===== src/hdl/cmd_slave_pkg.sv =====
// Purpose: shared constants for the management-port command slave
// Assumes: byte-level serial front end outside this design
// Notes:   direct-format scale factors and command codes live here
package cmd_slave_pkg;
  localparam logic [3:0] ctrl_nibble      = 4'h8;
  localparam logic [3:0] selector_nibble  = 4'hE;
  localparam logic [3:0] memory_nibble    = 4'hA;
  localparam logic [6:0] broadcast_addr   = 7'h00;
  localparam logic [7:0] crc_poly         = 8'h07;
  localparam logic [7:0] cmd_operation    = 8'h01;
  localparam logic [7:0] cmd_clear_faults = 8'h03;
  localparam logic [7:0] cmd_vout_set     = 8'h21;
  localparam logic [7:0] cmd_ov_limit     = 8'h40;
  localparam logic [7:0] cmd_read_status  = 8'hD0;
  localparam logic [7:0] cmd_mfr_first    = 8'hD2;
  localparam logic [7:0] cmd_mfr_last     = 8'hE2;
  localparam logic [7:0] cmd_led_test_on  = 8'hD2;
  localparam logic [7:0] cmd_led_test_off = 8'hD3;
  localparam logic [7:0] cmd_svc_led_on   = 8'hD4;
  localparam logic [7:0] cmd_svc_led_off  = 8'hD5;
  localparam logic [7:0] cmd_write_en     = 8'hD6;
  localparam logic [7:0] cmd_write_dis    = 8'hD7;
  localparam logic [7:0] cmd_inhibit_rst  = 8'hD8;
  localparam logic [7:0] cmd_auto_rst     = 8'hD9;
  localparam logic [7:0] cmd_iso_test     = 8'hDA;
  localparam logic [7:0] cmd_fan_set      = 8'hDF;
  localparam logic [7:0] cmd_fan_normal   = 8'hE0;
  localparam logic [7:0] cmd_clock_hold   = 8'hE2;
  localparam logic [7:0] op_on            = 8'h80;
  localparam logic [7:0] op_off           = 8'h00;
  localparam logic [3:0] status_len       = 4'hA;
  localparam int         vout_m           = 400;
  localparam int         iout_m           = 5;
  localparam int         vin_m            = 1;
  localparam int         vin_b            = 75;
  localparam int         rpm_m            = 100;
  localparam logic [15:0] vout_reset      = 16'h0000;
  // status-2 bit positions
  localparam int st2_pec_err  = 7;
  localparam int st2_invalid  = 5;
  localparam int st2_iso_fail = 3;
  localparam int st2_rst_ok   = 2;
  localparam int st2_enable   = 0;
  // status-1 bit positions
  localparam int st1_iso_ok   = 6;
  localparam int st1_shutdown = 4;
  localparam int st1_svc_led  = 3;
  localparam int st1_leds     = 1;
  localparam int st1_out_on   = 0;
  typedef enum logic [2:0] {st_idle, st_cmd, st_data, st_read, st_skip} frame_state_t;
endpackage


===== src/hdl/cmd_slave.sv =====
// Purpose: byte-level command interpreter of the rectifier management port
// Assumes: front end delivers start/stop/byte strobes and asks for read bytes
// Notes:   acknowledge decision is combinational from the byte in flight
// ----------------------------------------------------------------------------
// Behaviour
// - broadcast writes accepted by every supply
// - reads never answered on broadcast address
// - selector function ignores broadcast transactions
// - alert asserted on first state change
// - address bit zero selects write or read; while cmd holds 00 a read address is taken as a write
// - strap bits form address bits three to one
// - same strap bits for all functions
// - frame: address, command, data, error byte
// - multi-byte values least significant byte first
// - error byte covers address, command, data; reads restart it at the repeated start, without write address and command; code leaves read data out of it
// - values carried in direct format
// - set-point scale 400, no offset
// - fixed scale factors for read quantities
// - output on at power-up if enable low
// - on/off command: 80 on, 00 off
// - restart clears latched alarms and shutdowns
// - clear-faults clears isolation, restart, invalid flags
// - error byte is crc-8 x8+x2+x+1
// - no execution without trailing error byte
// - alert released on status read, clear, recycle; recycle asserts it, and a clear resetting a flag re-asserts it next cycle
// ----------------------------------------------------------------------------
`timescale 1ns/1ps
`default_nettype none
module cmd_slave (
  input  wire logic        mclk,
  input  wire logic        rst_n,
  input  wire logic        frame_start,
  input  wire logic        frame_stop,
  input  wire logic        byte_stb,
  input  wire logic [7:0]  byte_in,
  input  wire logic        read_req,
  output logic             ack,
  output logic             selector_ack,
  output logic             memory_ack,
  output logic [7:0]       read_byte,
  input  wire logic        address_strap_bit_2,
  input  wire logic        address_strap_bit_1,
  input  wire logic        address_strap_bit_0,
  input  wire logic        enable_pin_n,
  input  wire logic [7:0]  alarm_in,
  input  wire logic [7:0]  iout_real,
  input  wire logic [7:0]  temp_real,
  input  wire logic [7:0]  vin_real,
  input  wire logic [7:0]  rpm_real,
  output logic             alert_n,
  output logic             output_on,
  output logic [15:0]      vout_code,
  output logic [15:0]      ov_limit_code,
  output logic             led_test,
  output logic             service_led,
  output logic             mem_write_en,
  output logic             auto_restart,
  output logic             iso_test_req,
  output logic             fan_override,
  output logic [7:0]       fan_percent,
  output logic             forced_clock_hold_test
);
  import cmd_slave_pkg::*;

  // ------------------------------------------------------------------
  // pin synchronisation
  // ------------------------------------------------------------------
  logic [3:0] pins;
  logic [2:0] strap;
  logic       enable_n;
  pin_sync3 #(.width(4)) u_sync (
    .mclk   (mclk),
    .rst_n  (rst_n),
    .pin_in ({enable_pin_n, address_strap_bit_2, address_strap_bit_1, address_strap_bit_0}),
    .level  (pins)
  );
  assign strap    = pins[2:0];
  assign enable_n = pins[3];

  // ------------------------------------------------------------------
  // frame tracking
  // ------------------------------------------------------------------
  frame_state_t state;
  logic [7:0]   addr_byte;
  logic [7:0]   cmd;
  logic [7:0]   data [0:3];
  logic [2:0]   nbytes;
  logic [7:0]   last_crc;
  logic [7:0]   crc;
  logic         is_read;
  logic [3:0]   rd_idx;
  logic         addr_match;
  logic         addr_bcast;
  logic         first_byte;

  assign first_byte = byte_stb && (state == st_idle);
  // straps feed all three functions alike, so a mis-strap moves them together
  assign addr_match = (byte_in[7:4] == ctrl_nibble) && (byte_in[3:1] == strap);
  assign addr_bcast = (byte_in[7:1] == broadcast_addr) && !byte_in[0];

  always_comb begin
    ack = 1'b0;
    if (first_byte) begin
      ack = addr_match || addr_bcast;
    end else if (byte_stb && (state == st_cmd || state == st_data)) begin
      ack = 1'b1;
    end
  end
  // selector and memory never answer the broadcast pattern
  assign selector_ack = first_byte && (byte_in[7:4] == selector_nibble)
                        && (byte_in[3:1] == strap);
  assign memory_ack   = first_byte && (byte_in[7:4] == memory_nibble)
                        && (byte_in[3:1] == strap);

  pec_crc8 u_crc (
    .mclk     (mclk),
    .rst_n    (rst_n),
    .clear    (frame_start),
    .byte_stb (byte_stb),
    .byte_in  (byte_in),
    .crc      (crc)
  );

  always_ff @(posedge mclk or negedge rst_n) begin
    if (!rst_n) begin
      state     <= st_idle;
      addr_byte <= 8'h00;
      cmd       <= 8'h00;
      nbytes    <= 3'd0;
      is_read   <= 1'b0;
      last_crc  <= 8'h00;
    end else if (frame_start && state != st_idle && state != st_skip) begin
      // repeated start: a read follows the command
      state <= st_idle;
    end else if (frame_stop) begin
      state  <= st_idle;
      nbytes <= 3'd0;
    end else if (byte_stb) begin
      unique case (state)
        st_idle: begin
          addr_byte <= byte_in;
          if (addr_match || addr_bcast) begin
            if (byte_in[0] && addr_match && cmd != 8'h00) begin
              is_read <= 1'b1;
              state   <= st_read;
            end else begin
              is_read <= 1'b0;
              nbytes  <= 3'd0;
              state   <= st_cmd;
            end
          end else begin
            state <= st_skip;
          end
        end
        st_cmd: begin
          cmd      <= byte_in;
          last_crc <= crc;
          state    <= st_data;
        end
        st_data: begin
          if (nbytes < 3'd4) begin
            nbytes <= nbytes + 3'd1;
          end
          last_crc <= crc;
        end
        st_read, st_skip: begin
        end
      endcase
    end
  end

  always_ff @(posedge mclk) begin
    if (byte_stb && state == st_data && nbytes < 3'd4) begin
      data[nbytes[1:0]] <= byte_in;
    end
  end

  // ------------------------------------------------------------------
  // write execution at stop
  // ------------------------------------------------------------------
  // the last byte before stop is the error byte, so data = nbytes-1
  logic       wr_done;
  logic       pec_ok;
  logic [2:0] ndata;
  logic       known;
  logic       len_ok;
  assign wr_done = frame_stop && state == st_data && !is_read;
  assign ndata   = (nbytes == 3'd0) ? 3'd0 : nbytes - 3'd1;
  // with no data the frame lacks the error byte entirely
  assign pec_ok  = (nbytes != 3'd0) && (data[ndata[1:0]] == last_crc);

  always_comb begin
    known  = 1'b1;
    len_ok = 1'b0;
    unique case (cmd)
      cmd_operation:                    len_ok = (ndata == 3'd1);
      cmd_vout_set, cmd_ov_limit:       len_ok = (ndata == 3'd2);
      cmd_fan_set:                      len_ok = (ndata == 3'd3);
      cmd_clear_faults, cmd_read_status: len_ok = (ndata == 3'd0);
      default: begin
        known  = (cmd >= cmd_mfr_first) && (cmd <= cmd_mfr_last);
        len_ok = 1'b1;
      end
    endcase
  end

  logic exec;
  logic invalid_evt;
  logic pec_evt;
  assign exec        = wr_done && pec_ok && known && len_ok;
  assign pec_evt     = wr_done && (nbytes != 3'd0) && !pec_ok;
  assign invalid_evt = wr_done && pec_ok && !(known && len_ok);

  // ------------------------------------------------------------------
  // output control
  // ------------------------------------------------------------------
  logic op_cmd_on;
  logic power_init;
  logic on_now;
  logic restart_evt;
  logic prev_on;
  assign on_now = op_cmd_on && !enable_n;
  always_ff @(posedge mclk or negedge rst_n) begin
    if (!rst_n) begin
      op_cmd_on  <= 1'b1;
      power_init <= 1'b0;
    end else begin
      power_init <= 1'b1;
      if (exec && cmd == cmd_operation) begin
        if (data[0] == op_on) begin
          op_cmd_on <= 1'b1;
        end else if (data[0] == op_off) begin
          op_cmd_on <= 1'b0;
        end
      end
    end
  end
  always_ff @(posedge mclk or negedge rst_n) begin
    if (!rst_n) begin
      prev_on   <= 1'b0;
      output_on <= 1'b0;
    end else begin
      prev_on   <= on_now;
      output_on <= on_now && power_init;
    end
  end
  // off then on, by command or pin, is a restart
  assign restart_evt = power_init && on_now && !prev_on;

  // ------------------------------------------------------------------
  // settings from write commands
  // ------------------------------------------------------------------
  always_ff @(posedge mclk or negedge rst_n) begin
    if (!rst_n) begin
      vout_code              <= vout_reset;
      ov_limit_code          <= vout_reset;
      led_test               <= 1'b0;
      service_led            <= 1'b0;
      mem_write_en           <= 1'b0;
      auto_restart           <= 1'b1;
      iso_test_req           <= 1'b0;
      fan_override           <= 1'b0;
      fan_percent            <= 8'h00;
      forced_clock_hold_test <= 1'b0;
    end else begin
      iso_test_req           <= 1'b0;
      forced_clock_hold_test <= 1'b0;
      if (exec) begin
        unique case (cmd)
          // code is m*volts with m=400, b=0, R=0; stored as sent
          cmd_vout_set:     vout_code     <= {data[1], data[0]};
          cmd_ov_limit:     ov_limit_code <= {data[1], data[0]};
          cmd_led_test_on:  led_test      <= 1'b1;
          cmd_led_test_off: led_test      <= 1'b0;
          cmd_svc_led_on:   service_led   <= 1'b1;
          cmd_svc_led_off:  service_led   <= 1'b0;
          cmd_write_en:     mem_write_en  <= 1'b1;
          cmd_write_dis:    mem_write_en  <= 1'b0;
          cmd_inhibit_rst:  auto_restart  <= 1'b0;
          cmd_auto_rst:     auto_restart  <= 1'b1;
          cmd_iso_test:     iso_test_req  <= 1'b1;
          cmd_fan_set: begin
            fan_override <= 1'b1;
            fan_percent  <= data[0];
          end
          cmd_fan_normal:   fan_override  <= 1'b0;
          cmd_clock_hold:   forced_clock_hold_test <= 1'b1;
          default: begin
          end
        endcase
      end
    end
  end

  // ------------------------------------------------------------------
  // status flags: a set in the clearing cycle wins
  // ------------------------------------------------------------------
  logic clear_evt;
  logic iso_ok;
  logic iso_fail;
  logic rst_ok;
  logic invalid_flag;
  logic pec_flag;
  logic [7:0] alarm_latch;
  assign clear_evt = exec && cmd == cmd_clear_faults;
  always_ff @(posedge mclk or negedge rst_n) begin
    if (!rst_n) begin
      invalid_flag <= 1'b0;
      pec_flag     <= 1'b0;
      rst_ok       <= 1'b0;
      iso_ok       <= 1'b0;
      iso_fail     <= 1'b0;
      alarm_latch  <= 8'h00;
    end else begin
      if (clear_evt || restart_evt) begin
        invalid_flag <= 1'b0;
        pec_flag     <= 1'b0;
        rst_ok       <= 1'b0;
        iso_ok       <= 1'b0;
        iso_fail     <= 1'b0;
        alarm_latch  <= alarm_in;
      end else begin
        alarm_latch  <= alarm_latch | alarm_in;
      end
      if (invalid_evt) invalid_flag <= 1'b1;
      if (pec_evt)     pec_flag     <= 1'b1;
      if (restart_evt) rst_ok       <= 1'b1;
    end
  end

  logic [7:0] status2;
  logic [7:0] status1;
  always_comb begin
    status2 = 8'h00;
    status2[st2_pec_err]  = pec_flag;
    status2[st2_invalid]  = invalid_flag;
    status2[st2_iso_fail] = iso_fail;
    status2[st2_rst_ok]   = rst_ok;
    status2[st2_enable]   = enable_n;
    status1 = 8'h00;
    status1[st1_iso_ok]   = iso_ok;
    status1[st1_shutdown] = !on_now;
    status1[st1_svc_led]  = service_led;
    status1[st1_leds]     = led_test;
    status1[st1_out_on]   = output_on;
  end

  // ------------------------------------------------------------------
  // alert: any change of status2, status1 or the any-alarm summary, no settling wait
  // ------------------------------------------------------------------
  logic [15:0] watched;
  logic [15:0] prev_watched;
  logic        status_read_done;
  assign watched = {status2, status1[6:0], |alarm_latch};
  always_ff @(posedge mclk or negedge rst_n) begin
    if (!rst_n) begin
      prev_watched <= 16'h0000;
      alert_n      <= 1'b1;
    end else begin
      prev_watched <= watched;
      if (power_init && watched != prev_watched) begin
        alert_n <= 1'b0;
      end else if (status_read_done || clear_evt || restart_evt) begin
        alert_n <= 1'b1;
      end
    end
  end

  // ------------------------------------------------------------------
  // read side: block length (status and 0xE1 reads only), data bytes, then error byte
  // ------------------------------------------------------------------
  logic [15:0] iout_code;
  logic [15:0] vin_code;
  logic [15:0] rpm_code;
  assign iout_code = 16'(iout_m * int'(iout_real));
  assign vin_code  = 16'(vin_m * int'(vin_real) + vin_b);
  assign rpm_code  = 16'(rpm_m * int'(rpm_real));

  logic [7:0] next_read_byte;
  logic [3:0] rd_len;
  always_comb begin
    next_read_byte = 8'h00;
    rd_len         = 4'h0;
    unique case (cmd)
      cmd_read_status: begin
        rd_len = status_len;
        unique case (rd_idx)
          4'h0: next_read_byte = {4'h0, status_len};
          4'h1: next_read_byte = status2;
          4'h2: next_read_byte = status1;
          4'h3: next_read_byte = alarm_latch;
          4'h4: next_read_byte = alarm_in;
          4'h5: next_read_byte = vout_code[7:0];
          4'h6: next_read_byte = vout_code[15:8];
          4'h7: next_read_byte = iout_code[7:0];
          4'h8: next_read_byte = iout_code[15:8];
          4'h9: next_read_byte = temp_real;
          4'hA: next_read_byte = 8'h00;
          default: next_read_byte = crc;
        endcase
      end
      cmd_vout_set: begin
        rd_len = 4'h2;
        next_read_byte = (rd_idx == 4'h0) ? vout_code[7:0]
                       : (rd_idx == 4'h1) ? vout_code[15:8] : crc;
      end
      8'hDC: begin
        rd_len = 4'h2;
        next_read_byte = (rd_idx == 4'h0) ? vin_code[7:0]
                       : (rd_idx == 4'h1) ? vin_code[15:8] : crc;
      end
      8'hE1: begin
        rd_len = 4'h4;
        unique case (rd_idx)
          4'h0: next_read_byte = 8'h04;
          4'h1: next_read_byte = fan_percent;
          4'h2: next_read_byte = rpm_code[7:0];
          4'h3: next_read_byte = rpm_code[15:8];
          4'h4: next_read_byte = 8'h00;
          default: next_read_byte = crc;
        endcase
      end
      default: next_read_byte = crc;
    endcase
  end

  always_ff @(posedge mclk or negedge rst_n) begin
    if (!rst_n) begin
      rd_idx           <= 4'h0;
      read_byte        <= 8'h00;
      status_read_done <= 1'b0;
    end else begin
      status_read_done <= 1'b0;
      if (state != st_read) begin
        rd_idx <= 4'h0;
      end else if (read_req) begin
        read_byte <= next_read_byte;
        rd_idx    <= rd_idx + 4'h1;
      end
      if (frame_stop && state == st_read && cmd == cmd_read_status
          && rd_idx > rd_len) begin
        status_read_done <= 1'b1;
      end
    end
  end
endmodule
`default_nettype wire


===== src/hdl/pec_crc8.sv =====
// Purpose: running packet error byte over frame bytes
// Assumes: one byte per strobe
// Notes:   cleared at each frame start
`timescale 1ns/1ps
`default_nettype none
module pec_crc8 (
  input  wire logic       mclk,
  input  wire logic       rst_n,
  input  wire logic       clear,
  input  wire logic       byte_stb,
  input  wire logic [7:0] byte_in,
  output logic      [7:0] crc
);
  import cmd_slave_pkg::*;
  logic [7:0] next_crc;
  always_comb begin
    next_crc = crc ^ byte_in;
    for (int i = 0; i < 8; i++) begin
      next_crc = next_crc[7] ? ((next_crc << 1) ^ crc_poly) : (next_crc << 1);
    end
  end
  always_ff @(posedge mclk or negedge rst_n) begin
    if (!rst_n) begin
      crc <= 8'h00;
    end else if (clear) begin
      crc <= 8'h00;
    end else if (byte_stb) begin
      crc <= next_crc;
    end
  end
endmodule
`default_nettype wire


===== src/hdl/pin_sync3.sv =====
// Purpose: three-stage input synchroniser with agreement filter
// Assumes: inputs asynchronous to mclk
// Notes:   output changes only when stages two and three agree
`timescale 1ns/1ps
`default_nettype none
module pin_sync3 #(
  parameter int width = 4
) (
  input  wire logic             mclk,
  input  wire logic             rst_n,
  input  wire logic [width-1:0] pin_in,
  output logic      [width-1:0] level
);
  logic [width-1:0] s1;
  logic [width-1:0] s2;
  logic [width-1:0] s3;
  always_ff @(posedge mclk or negedge rst_n) begin
    if (!rst_n) begin
      s1 <= '0;
      s2 <= '0;
      s3 <= '0;
    end else begin
      s1 <= pin_in;
      s2 <= s1;
      s3 <= s2;
    end
  end
  for (genvar i = 0; i < width; i++) begin : g_bit
    always_ff @(posedge mclk or negedge rst_n) begin
      if (!rst_n) begin
        level[i] <= 1'b0;
      end else if (s2[i] == s3[i]) begin
        level[i] <= s3[i];
      end
    end
  end
endmodule
`default_nettype wire


===== config.mk =====
export PLATFORM = sky130hd
export DESIGN_NAME = cmd_slave
export DESIGN_NICKNAME = d
export VERILOG_FILES = /design/src/hdl/cmd_slave_pkg.sv /design/src/hdl/cmd_slave.sv /design/src/hdl/pec_crc8.sv /design/src/hdl/pin_sync3.sv
export SDC_FILE = /design/constraint.sdc
export NUM_CORES = 1
export LEC_CHECK = 0
export BUFFER_PORTS_ARGS = -buffer_cell sky130_fd_sc_hd__buf_2
export CORE_AREA = 2 2 182 184
export DETAILED_ROUTE_END_ITERATION = 10
export DIE_AREA = 0 0 184 186
export HOLD_SLACK_MARGIN = 0.1
export SLEW_MARGIN = 20
export SYNTH_ARGS = -nofsm -noshare
export SYNTH_HDL_FRONTEND = slang
export SYNTH_SLANG_ARGS = --single-unit
export TNS_END_PERCENT = 30

===== constraint.sdc =====
create_clock -name mclk -period 4.3 [get_ports mclk]
set_input_delay 0.86 -clock mclk [delete_from_list [all_inputs] [get_ports mclk]]
set_output_delay 0.86 -clock mclk [all_outputs]
set_load 0.05 [all_outputs]

==> metrics.cfg, run 1 <==
[outcome]
status=finished, final reports clean

[power_and_ir_drop]
cell_internal_pwr_mw=2.70
power.leakage_nw=5.02
power_frac_seq=0.457
irDropWorstVdd_uv=209
power_frac_comb=0.150
power_density_nw_per_um2=338
p_sw_mw=1.10
p_clk_frac=0.392
p_sw_frac=0.290

[setup_path]
r2r-start=nbytes[1]$_DFFE_PN0P_
crit_path_max_incr_delay_ps=550
crit_fanout=16
rr_endpoint=vout_code[12]$_DFFE_PN0P_
slowest_stage=or4_4
critPathArrivalTime_ps=4350
worstPathRequired_ps=4600
critical_path_class=flip-flop to flip-flop
crit_chain=inv_1, ha_1, ha_1, buf_4, or3_1, a211oi_1, nor4b_1, or4_4, nor4b_4, nand4_4, mux2_4
reg2reg_slack_ps=250
start_kind=flip-flop
end_kind=flip-flop
cp_common_cell=ha_1
rr_worst_depth=11

[logic_synthesis]
synth.most_common_cell=dfrtp_1
synth_commonest_cells=dfrtp_1 (129), nor2_1 (63), nand2_1 (60)
synthFlopType=dfrtp_1
synth_cell_type_count=79
yosysTopAreaCellShare=0.337
async_reset_ff_frac=0.805
syn_nets=1021
syn_area_um2=9580
synthCells=905
yosysTopAreaCell=dfrtp_1
synthTopCellsByArea=dfrtp_1 (34%), edfxtp_1 (10%), ha_1 (7.0%), mux2_2 (5.8%), xnor2_1 (3.2%)
ys_seq_area_frac=0.445
yosysWarnings=0
synth_seq_cells=164
synth-edff-count=32
avgSynthCellArea_um2=10.6

[finish]
final_util=0.348
diodes=0
area_delta_synth_final_pct=17.0
final_nets=1128
drive_gt1_frac=0.246

[worst_hold_path]
hold_path.class=flip-flop to flip-flop
min-delay-start=u_sync.s1[3]$_DFF_PN0_
holdPathEnd=u_sync.s2[3]$_DFF_PN0_
worstHoldPathCells=0

[routing]
routed_wl_mm=29.3
num_vias=7741
viasPerCell=5.40
drc=0
wire_per_inst_um=20.4
ant_nets=0
drt-pass1-iter-count=5
drt-initial-drc-count=703

[placement]
dp_hpwl_mm=22.1
numPortBuffers=117
gp_congestion=0.893

[clock_tree]
cts_root_buffer=clkbuf_16
holdBufCountCts=0
cts_max_level=4
cts_buffers=17
post_cts_resized=0
numClockSinks=164
cts_setup_buffers=0
cts_tree=yes
clk_pin_slew_ps=70
clock_path_buffers=2
clock_latency_ps=420

[die]
core-area_um2=32200
dieHeight_um=186
die_w_um=184
start_util=0.298
io_pins=118
die_area_um2=34200
rows=66

[sta]
max_slew_margin=0.312
worst_pin_slew_ps=1030
setup_tns_ps=0
finalSetupViolations=0
fmax_ghz=0.247
fin_crit_sh=0.942
drv_slew=0
fin_crit_ps=4050
hold_violations=0
fin_skew_ps=12.8
rsz0062_at_grt=false

[run]
maxCapViolations=0

[grt]
grt_pass1_vias=7505
grt_pass1_wl_mm=44.5
grt_usage=0.172
overflow=0
antenna_found_initial=0
grt_max_degree=87

## cell families (layout without fill, tap and decap cells)
family | after synthesis | after routing | share of synthesized area
AND/OR/NAND/NOR | 271 | 271 | 0.153
AO/OA/AOI/OAI | 186 | 186 | 0.136
flip-flops | 164 | 164 | 0.445
buffers and inverters | 87 | 207 | 0.0351
multiplexers | 74 | 74 | 0.0920
adder cells (fa/ha/maj) | 62 | 62 | 0.0830
XOR/XNOR | 60 | 60 | 0.0548
other | 1 | 1 | 0.000391
## cell usage in the layout (no fill, tap or decap), types with 7 or more instances in the layout
cell type	n
inv_1	38
nor4_1	12
nor2b_1	8
dfrtp_1	129
a222oi_1	10
and2_1	8
a21o_1	15
mux2i_1	12
or3_1	10
nor3b_1	9
nand3_1	19
a22oi_1	9
nor2_1	63
o21ai_0	31
edfxtp_1	32
mux2_2	49
ha_1	54
nand2_1	60
buf_2	116
mux2_4	11
xnor2_1	35
a31oi_1	13
nor3_1	19
buf_4	18
o21bai_1	7
clkbuf_16	17
a21oi_1	31
a211oi_1	12
nand4_1	15
xor2_1	25
## how the worst max path moves through the flow
stage,startpoint,endpoint,slack (ps),cells after the start
finish,nbytes[1]$_DFFE_PN0P_,vout_code[12]$_DFFE_PN0P_,250,11
global placement,rpm_real[2],read_byte[6]$_DFFE_PN0P_,390,12
detailed placement,nbytes[1]$_DFFE_PN0P_,vout_code[12]$_DFFE_PN0P_,280,11
floorplan,nbytes[0]$_DFFE_PN0P_,vout_code[10]$_DFFE_PN0P_,90,14
global route,nbytes[1]$_DFFE_PN0P_,vout_code[12]$_DFFE_PN0P_,10,11
CTS,nbytes[1]$_DFFE_PN0P_,vout_code[12]$_DFFE_PN0P_,250,11
## through the flow
step | hold slack, ps | std cells | setup WS (ps) | power, mW | instance area, µm²
floorplan | 331 | 905 | 93.8 | 2.13 | 9580
global placement | 335 | 1401 | 389 | 2.32 | 10600
detailed placement | 336 | 1401 | 276 | 2.33 | 10600
CTS | 350 | 1433 | 255 | 3.83 | 11200
global route | 355 | 1433 | 10.2 | 3.97 | 11200
finish | 347 | 1433 | 249 | 3.80 | 11200
## sequential cells by signal, indices dropped and copies added, names as in the netlist, 8 cells and up
name           flops
data              32
fan_percent        8
alarm_latch        8
last_crc           8
ov_limit_code     16
read_byte          8
u_crc.crc          8
vout_code         16
cmd                8
prev_watched       9
## routing by layer
layer / wire, µm / part of all wire / GRT usage
met1: 12900 / 0.44 / 0.233
met2: 14100 / 0.48 / 0.287
met3: 1860 / 0.063 / 0.0307
met4: 376 / 0.013 / 0.0368
met5: 0 / 0 / 0
## critical path, delay by kind of cell (launching register included)
kind / cells / cell delay (ps)
adders and majority gates: 2 / 640
buffers and inverters: 2 / 340
muxes: 1 / 410
DFF: 1 / 380
and+or+nand+nor: 5 / 1930
AOI/OAI and AO/OA: 1 / 220
## layout make-up
cell class                      count  area [µm²]
Fill cell                        3293       21000
Clock buffer                       19         433
Tap cell                          408         510
Clock inverter                     13         136
Timing Repair Buffer              135         727
Multi-Input combinational cell    654        4990
Inverter                           40         150
Sequential cell                   164        4270
## power by group through the flow
stage	combinational [mW]	sequential, mW	clock, mW
after CTS	0.575	1.73	1.52
after detailed placement	0.571	1.76	0
after floorplan	0.436	1.69	0
after global routing	0.647	1.74	1.58
after global placement	0.561	1.76	0
final	0.571	1.74	1.49
(Power assumes the default switching activity.)
==> run 2, diff against run 1 <==
Settings changed: CTS_BUF_LIST from default to sky130_fd_sc_hd__clkbuf_8, GPL_ROUTABILITY_DRIVEN from default to 0.
Clock period 4.3 ns to 4.25 ns, I/O delays scaled along.
==> run 2 against run 1 <==
Effect of this change:
- worst hold slack improved by 11 ps
- global-route usage fell by 0.11 points
- first-iteration DRC count fell by 5.7%
- design area fell by 1.4%
- maximum frequency rose by 3.2%
- non-clock buffer count fell by 1
- total power fell by 9.4%
- sequential share of layout area rose by 0.55 points
- combinational power barely moved
- highest routed layer unchanged
==> metrics.cfg, run 2 (synthesis results as in run 1) <==
[outcome]
status=finished, final reports clean  ; unchanged

[sta]
drv_slew=0  ; unchanged
setup_tns_ps=0  ; unchanged
fmax_ghz=0.255  ; was 0.247 GHz
max_slew_margin=0.343  ; was 0.312
fin_skew_ps=19.6  ; was 12.8 ps
worst_pin_slew_ps=984  ; was 1030 ps
fin_crit_sh=0.923  ; was 0.942
rsz0062_at_grt=false  ; unchanged
finalSetupViolations=0  ; unchanged
fin_crit_ps=3920  ; was 4050 ps
hold_violations=0  ; unchanged

[finish]
drive_gt1_frac=0.249  ; was 0.246
area_delta_synth_final_pct=15.4  ; was 17.0%
final_common_cell=dfrtp_1  ; unchanged
final_nets=1127  ; was 1128
largest_reg_flops=32  ; unchanged
fillers=3248  ; was 3293
mostFrequentLayoutCells=dfrtp_1 (129), buf_2 (116), nor2_1 (62)  ; was dfrtp_1 (129), buf_2 (116), nor2_1 (63)
diodes=0  ; unchanged
final_cell_count_no_fill=1432  ; was 1433

[setup_path]
start_kind=flip-flop  ; unchanged
crit_path_max_incr_delay_ps=570  ; was 550 ps
crit_chain=buf_4, ha_1, mux2_4, mux4_2, xor2_1, or4_4, nor4b_4, nand4_4, mux2_4  ; was inv_1, ha_1, ha_1, buf_4, or3_1, a211oi_1, nor4b_1, or4_4, nor4b_4, nand4_4, mux2_4
rr_worst_depth=9  ; was 11
end_kind=flip-flop  ; unchanged
critical_path_class=flip-flop to flip-flop  ; unchanged
r2r-start=nbytes[0]$_DFFE_PN0P_  ; was nbytes[1]$_DFFE_PN0P_
startpoint=nbytes[0]$_DFFE_PN0P_  ; was nbytes[1]$_DFFE_PN0P_
rr_endpoint=vout_code[7]$_DFFE_PN0P_  ; was vout_code[12]$_DFFE_PN0P_
worstPathRequired_ps=4610  ; was 4600 ps
slowest_stage=or4_4  ; unchanged
cp_common_cell=mux2_4  ; was ha_1
critPathArrivalTime_ps=4280  ; was 4350 ps
reg2reg_slack_ps=330  ; was 250 ps
crit_fanout=23  ; was 16
endpoint=vout_code[7]$_DFFE_PN0P_  ; was vout_code[12]$_DFFE_PN0P_

[routing]
viasPerCell=5.41  ; was 5.40
drt-pass1-iter-count=6  ; was 5
routed_wl_mm=29.0  ; was 29.3 mm
wire_per_inst_um=20.3  ; was 20.4 µm
ant_nets=0  ; unchanged
drt-initial-drc-count=663  ; was 703
drc=0  ; unchanged
num_vias=7745  ; was 7741

[die]
die_w_um=184  ; unchanged
rows=66  ; unchanged
io_pins=118  ; unchanged
core-area_um2=32200  ; unchanged
start_util=0.298  ; unchanged
dieHeight_um=186  ; unchanged
die_area_um2=34200  ; unchanged

[grt]
grt_pass1_vias=7543  ; was 7505
grt_pass1_wl_mm=44.1  ; was 44.5 mm
antenna_found_initial=0  ; unchanged
grt_max_degree=133  ; was 87
grt_usage=0.171  ; was 0.172
overflow=0  ; unchanged

[clock_tree]
cts_tree=yes  ; unchanged
cts_max_level=4  ; unchanged
clk_pin_slew_ps=100  ; was 70 ps
cts_root_buffer=clkbuf_8  ; was clkbuf_16
cts_buffers=17  ; unchanged
clock_latency_ps=480  ; was 420 ps
numClockSinks=164  ; unchanged
clock_path_buffers=2  ; unchanged

[worst_hold_path]
hold_path.class=flip-flop to flip-flop  ; unchanged

[run]
maxCapViolations=0  ; unchanged

[power_and_ir_drop]
power.leakage_nw=4.93  ; was 5.02 nW
power_mw=3.44  ; was 3.80 mW
irDropWorstVdd_uv=184  ; was 209 µV
power_density_nw_per_um2=311  ; was 338 nW/µm²

[placement]
numPortBuffers=117  ; unchanged
dp_hpwl_mm=21.6  ; was 22.1 mm
dp.cells=1400  ; was 1401

run 2: final cells by class:
cell class | instances | area (µm²) | share of cell area
multi-input combinational | 654 | 4990 | 0.452
sequential | 164 | 4270 | 0.386
timing repair buffer | 134 | 744 | 0.0673
tap | 408 | 510 | 0.0462
clock buffer | 17 | 234 | 0.0212
clock inverter | 15 | 158 | 0.0143
inverter | 40 | 150 | 0.0136
run 2: how the worst min path moves through the flow:
stage,end,start,slack [ps],cells after the start
finish,u_sync.s2[3]$_DFF_PN0_,u_sync.s1[3]$_DFF_PN0_,360,0
global route,u_sync.s2[3]$_DFF_PN0_,u_sync.s1[3]$_DFF_PN0_,370,0
CTS,u_sync.s2[3]$_DFF_PN0_,u_sync.s1[3]$_DFF_PN0_,360,0
detailed placement,u_sync.s2[1]$_DFF_PN0_,u_sync.s1[1]$_DFF_PN0_,330,0
global placement,u_sync.s2[1]$_DFF_PN0_,u_sync.s1[1]$_DFF_PN0_,330,0
floorplan,u_sync.s2[0]$_DFF_PN0_,u_sync.s1[0]$_DFF_PN0_,330,0
run 2: report_power, final:
part | leakage (nW) | internal, mW | switching, mW
logic | 2.76 | 0.253 | 0.319
clock network | 0.201 | 0.441 | 0.679
registers | 1.97 | 1.65 | 0.103
total | 4.93 | 2.34 | 1.10
run 2: layer usage:
metal	GRT usage	vias to the layer above	part of all wire
met5	0	-	0
met4	0.0602	0	0.029
met3	0.0272	69	0.066
met2	0.276	320	0.47
met1	0.232	3809	0.44
li1	-	3547	-
run 2: worst max-delay path: cells and delay by family (launching register included):
kind,cells,cell delay (ps)
flip-flops,1,390
XOR/XNOR,1,160
adder cells (fa/ha/maj),1,270
multiplexers,3,1220
buffers and inverters,1,210
AND/OR/NAND/NOR,3,1520
run 2: metrics by stage:
step / instance area [µm²] / worst slack, ps / utilization / hold WS (ps)
2_1_floorplan: 9580 / 43.8 / - / 331
3_3_place_gp: 10700 / 319 / 0.331 / 335
3_5_place_dp: 10700 / 174 / 0.331 / 335
4_1_cts: 11000 / 146 / 0.343 / 361
5_1_grt: 11100 / 119 / 0.343 / 368
6_report: 11100 / 327 / 0.343 / 357
run 2: timing repair:
item                                    in CTS  in global routing
hold buffers                                 0                  0
setup buffers                                0                  0
endpoints found under the setup margin       0                 22
gates resized for setup                      0                  3
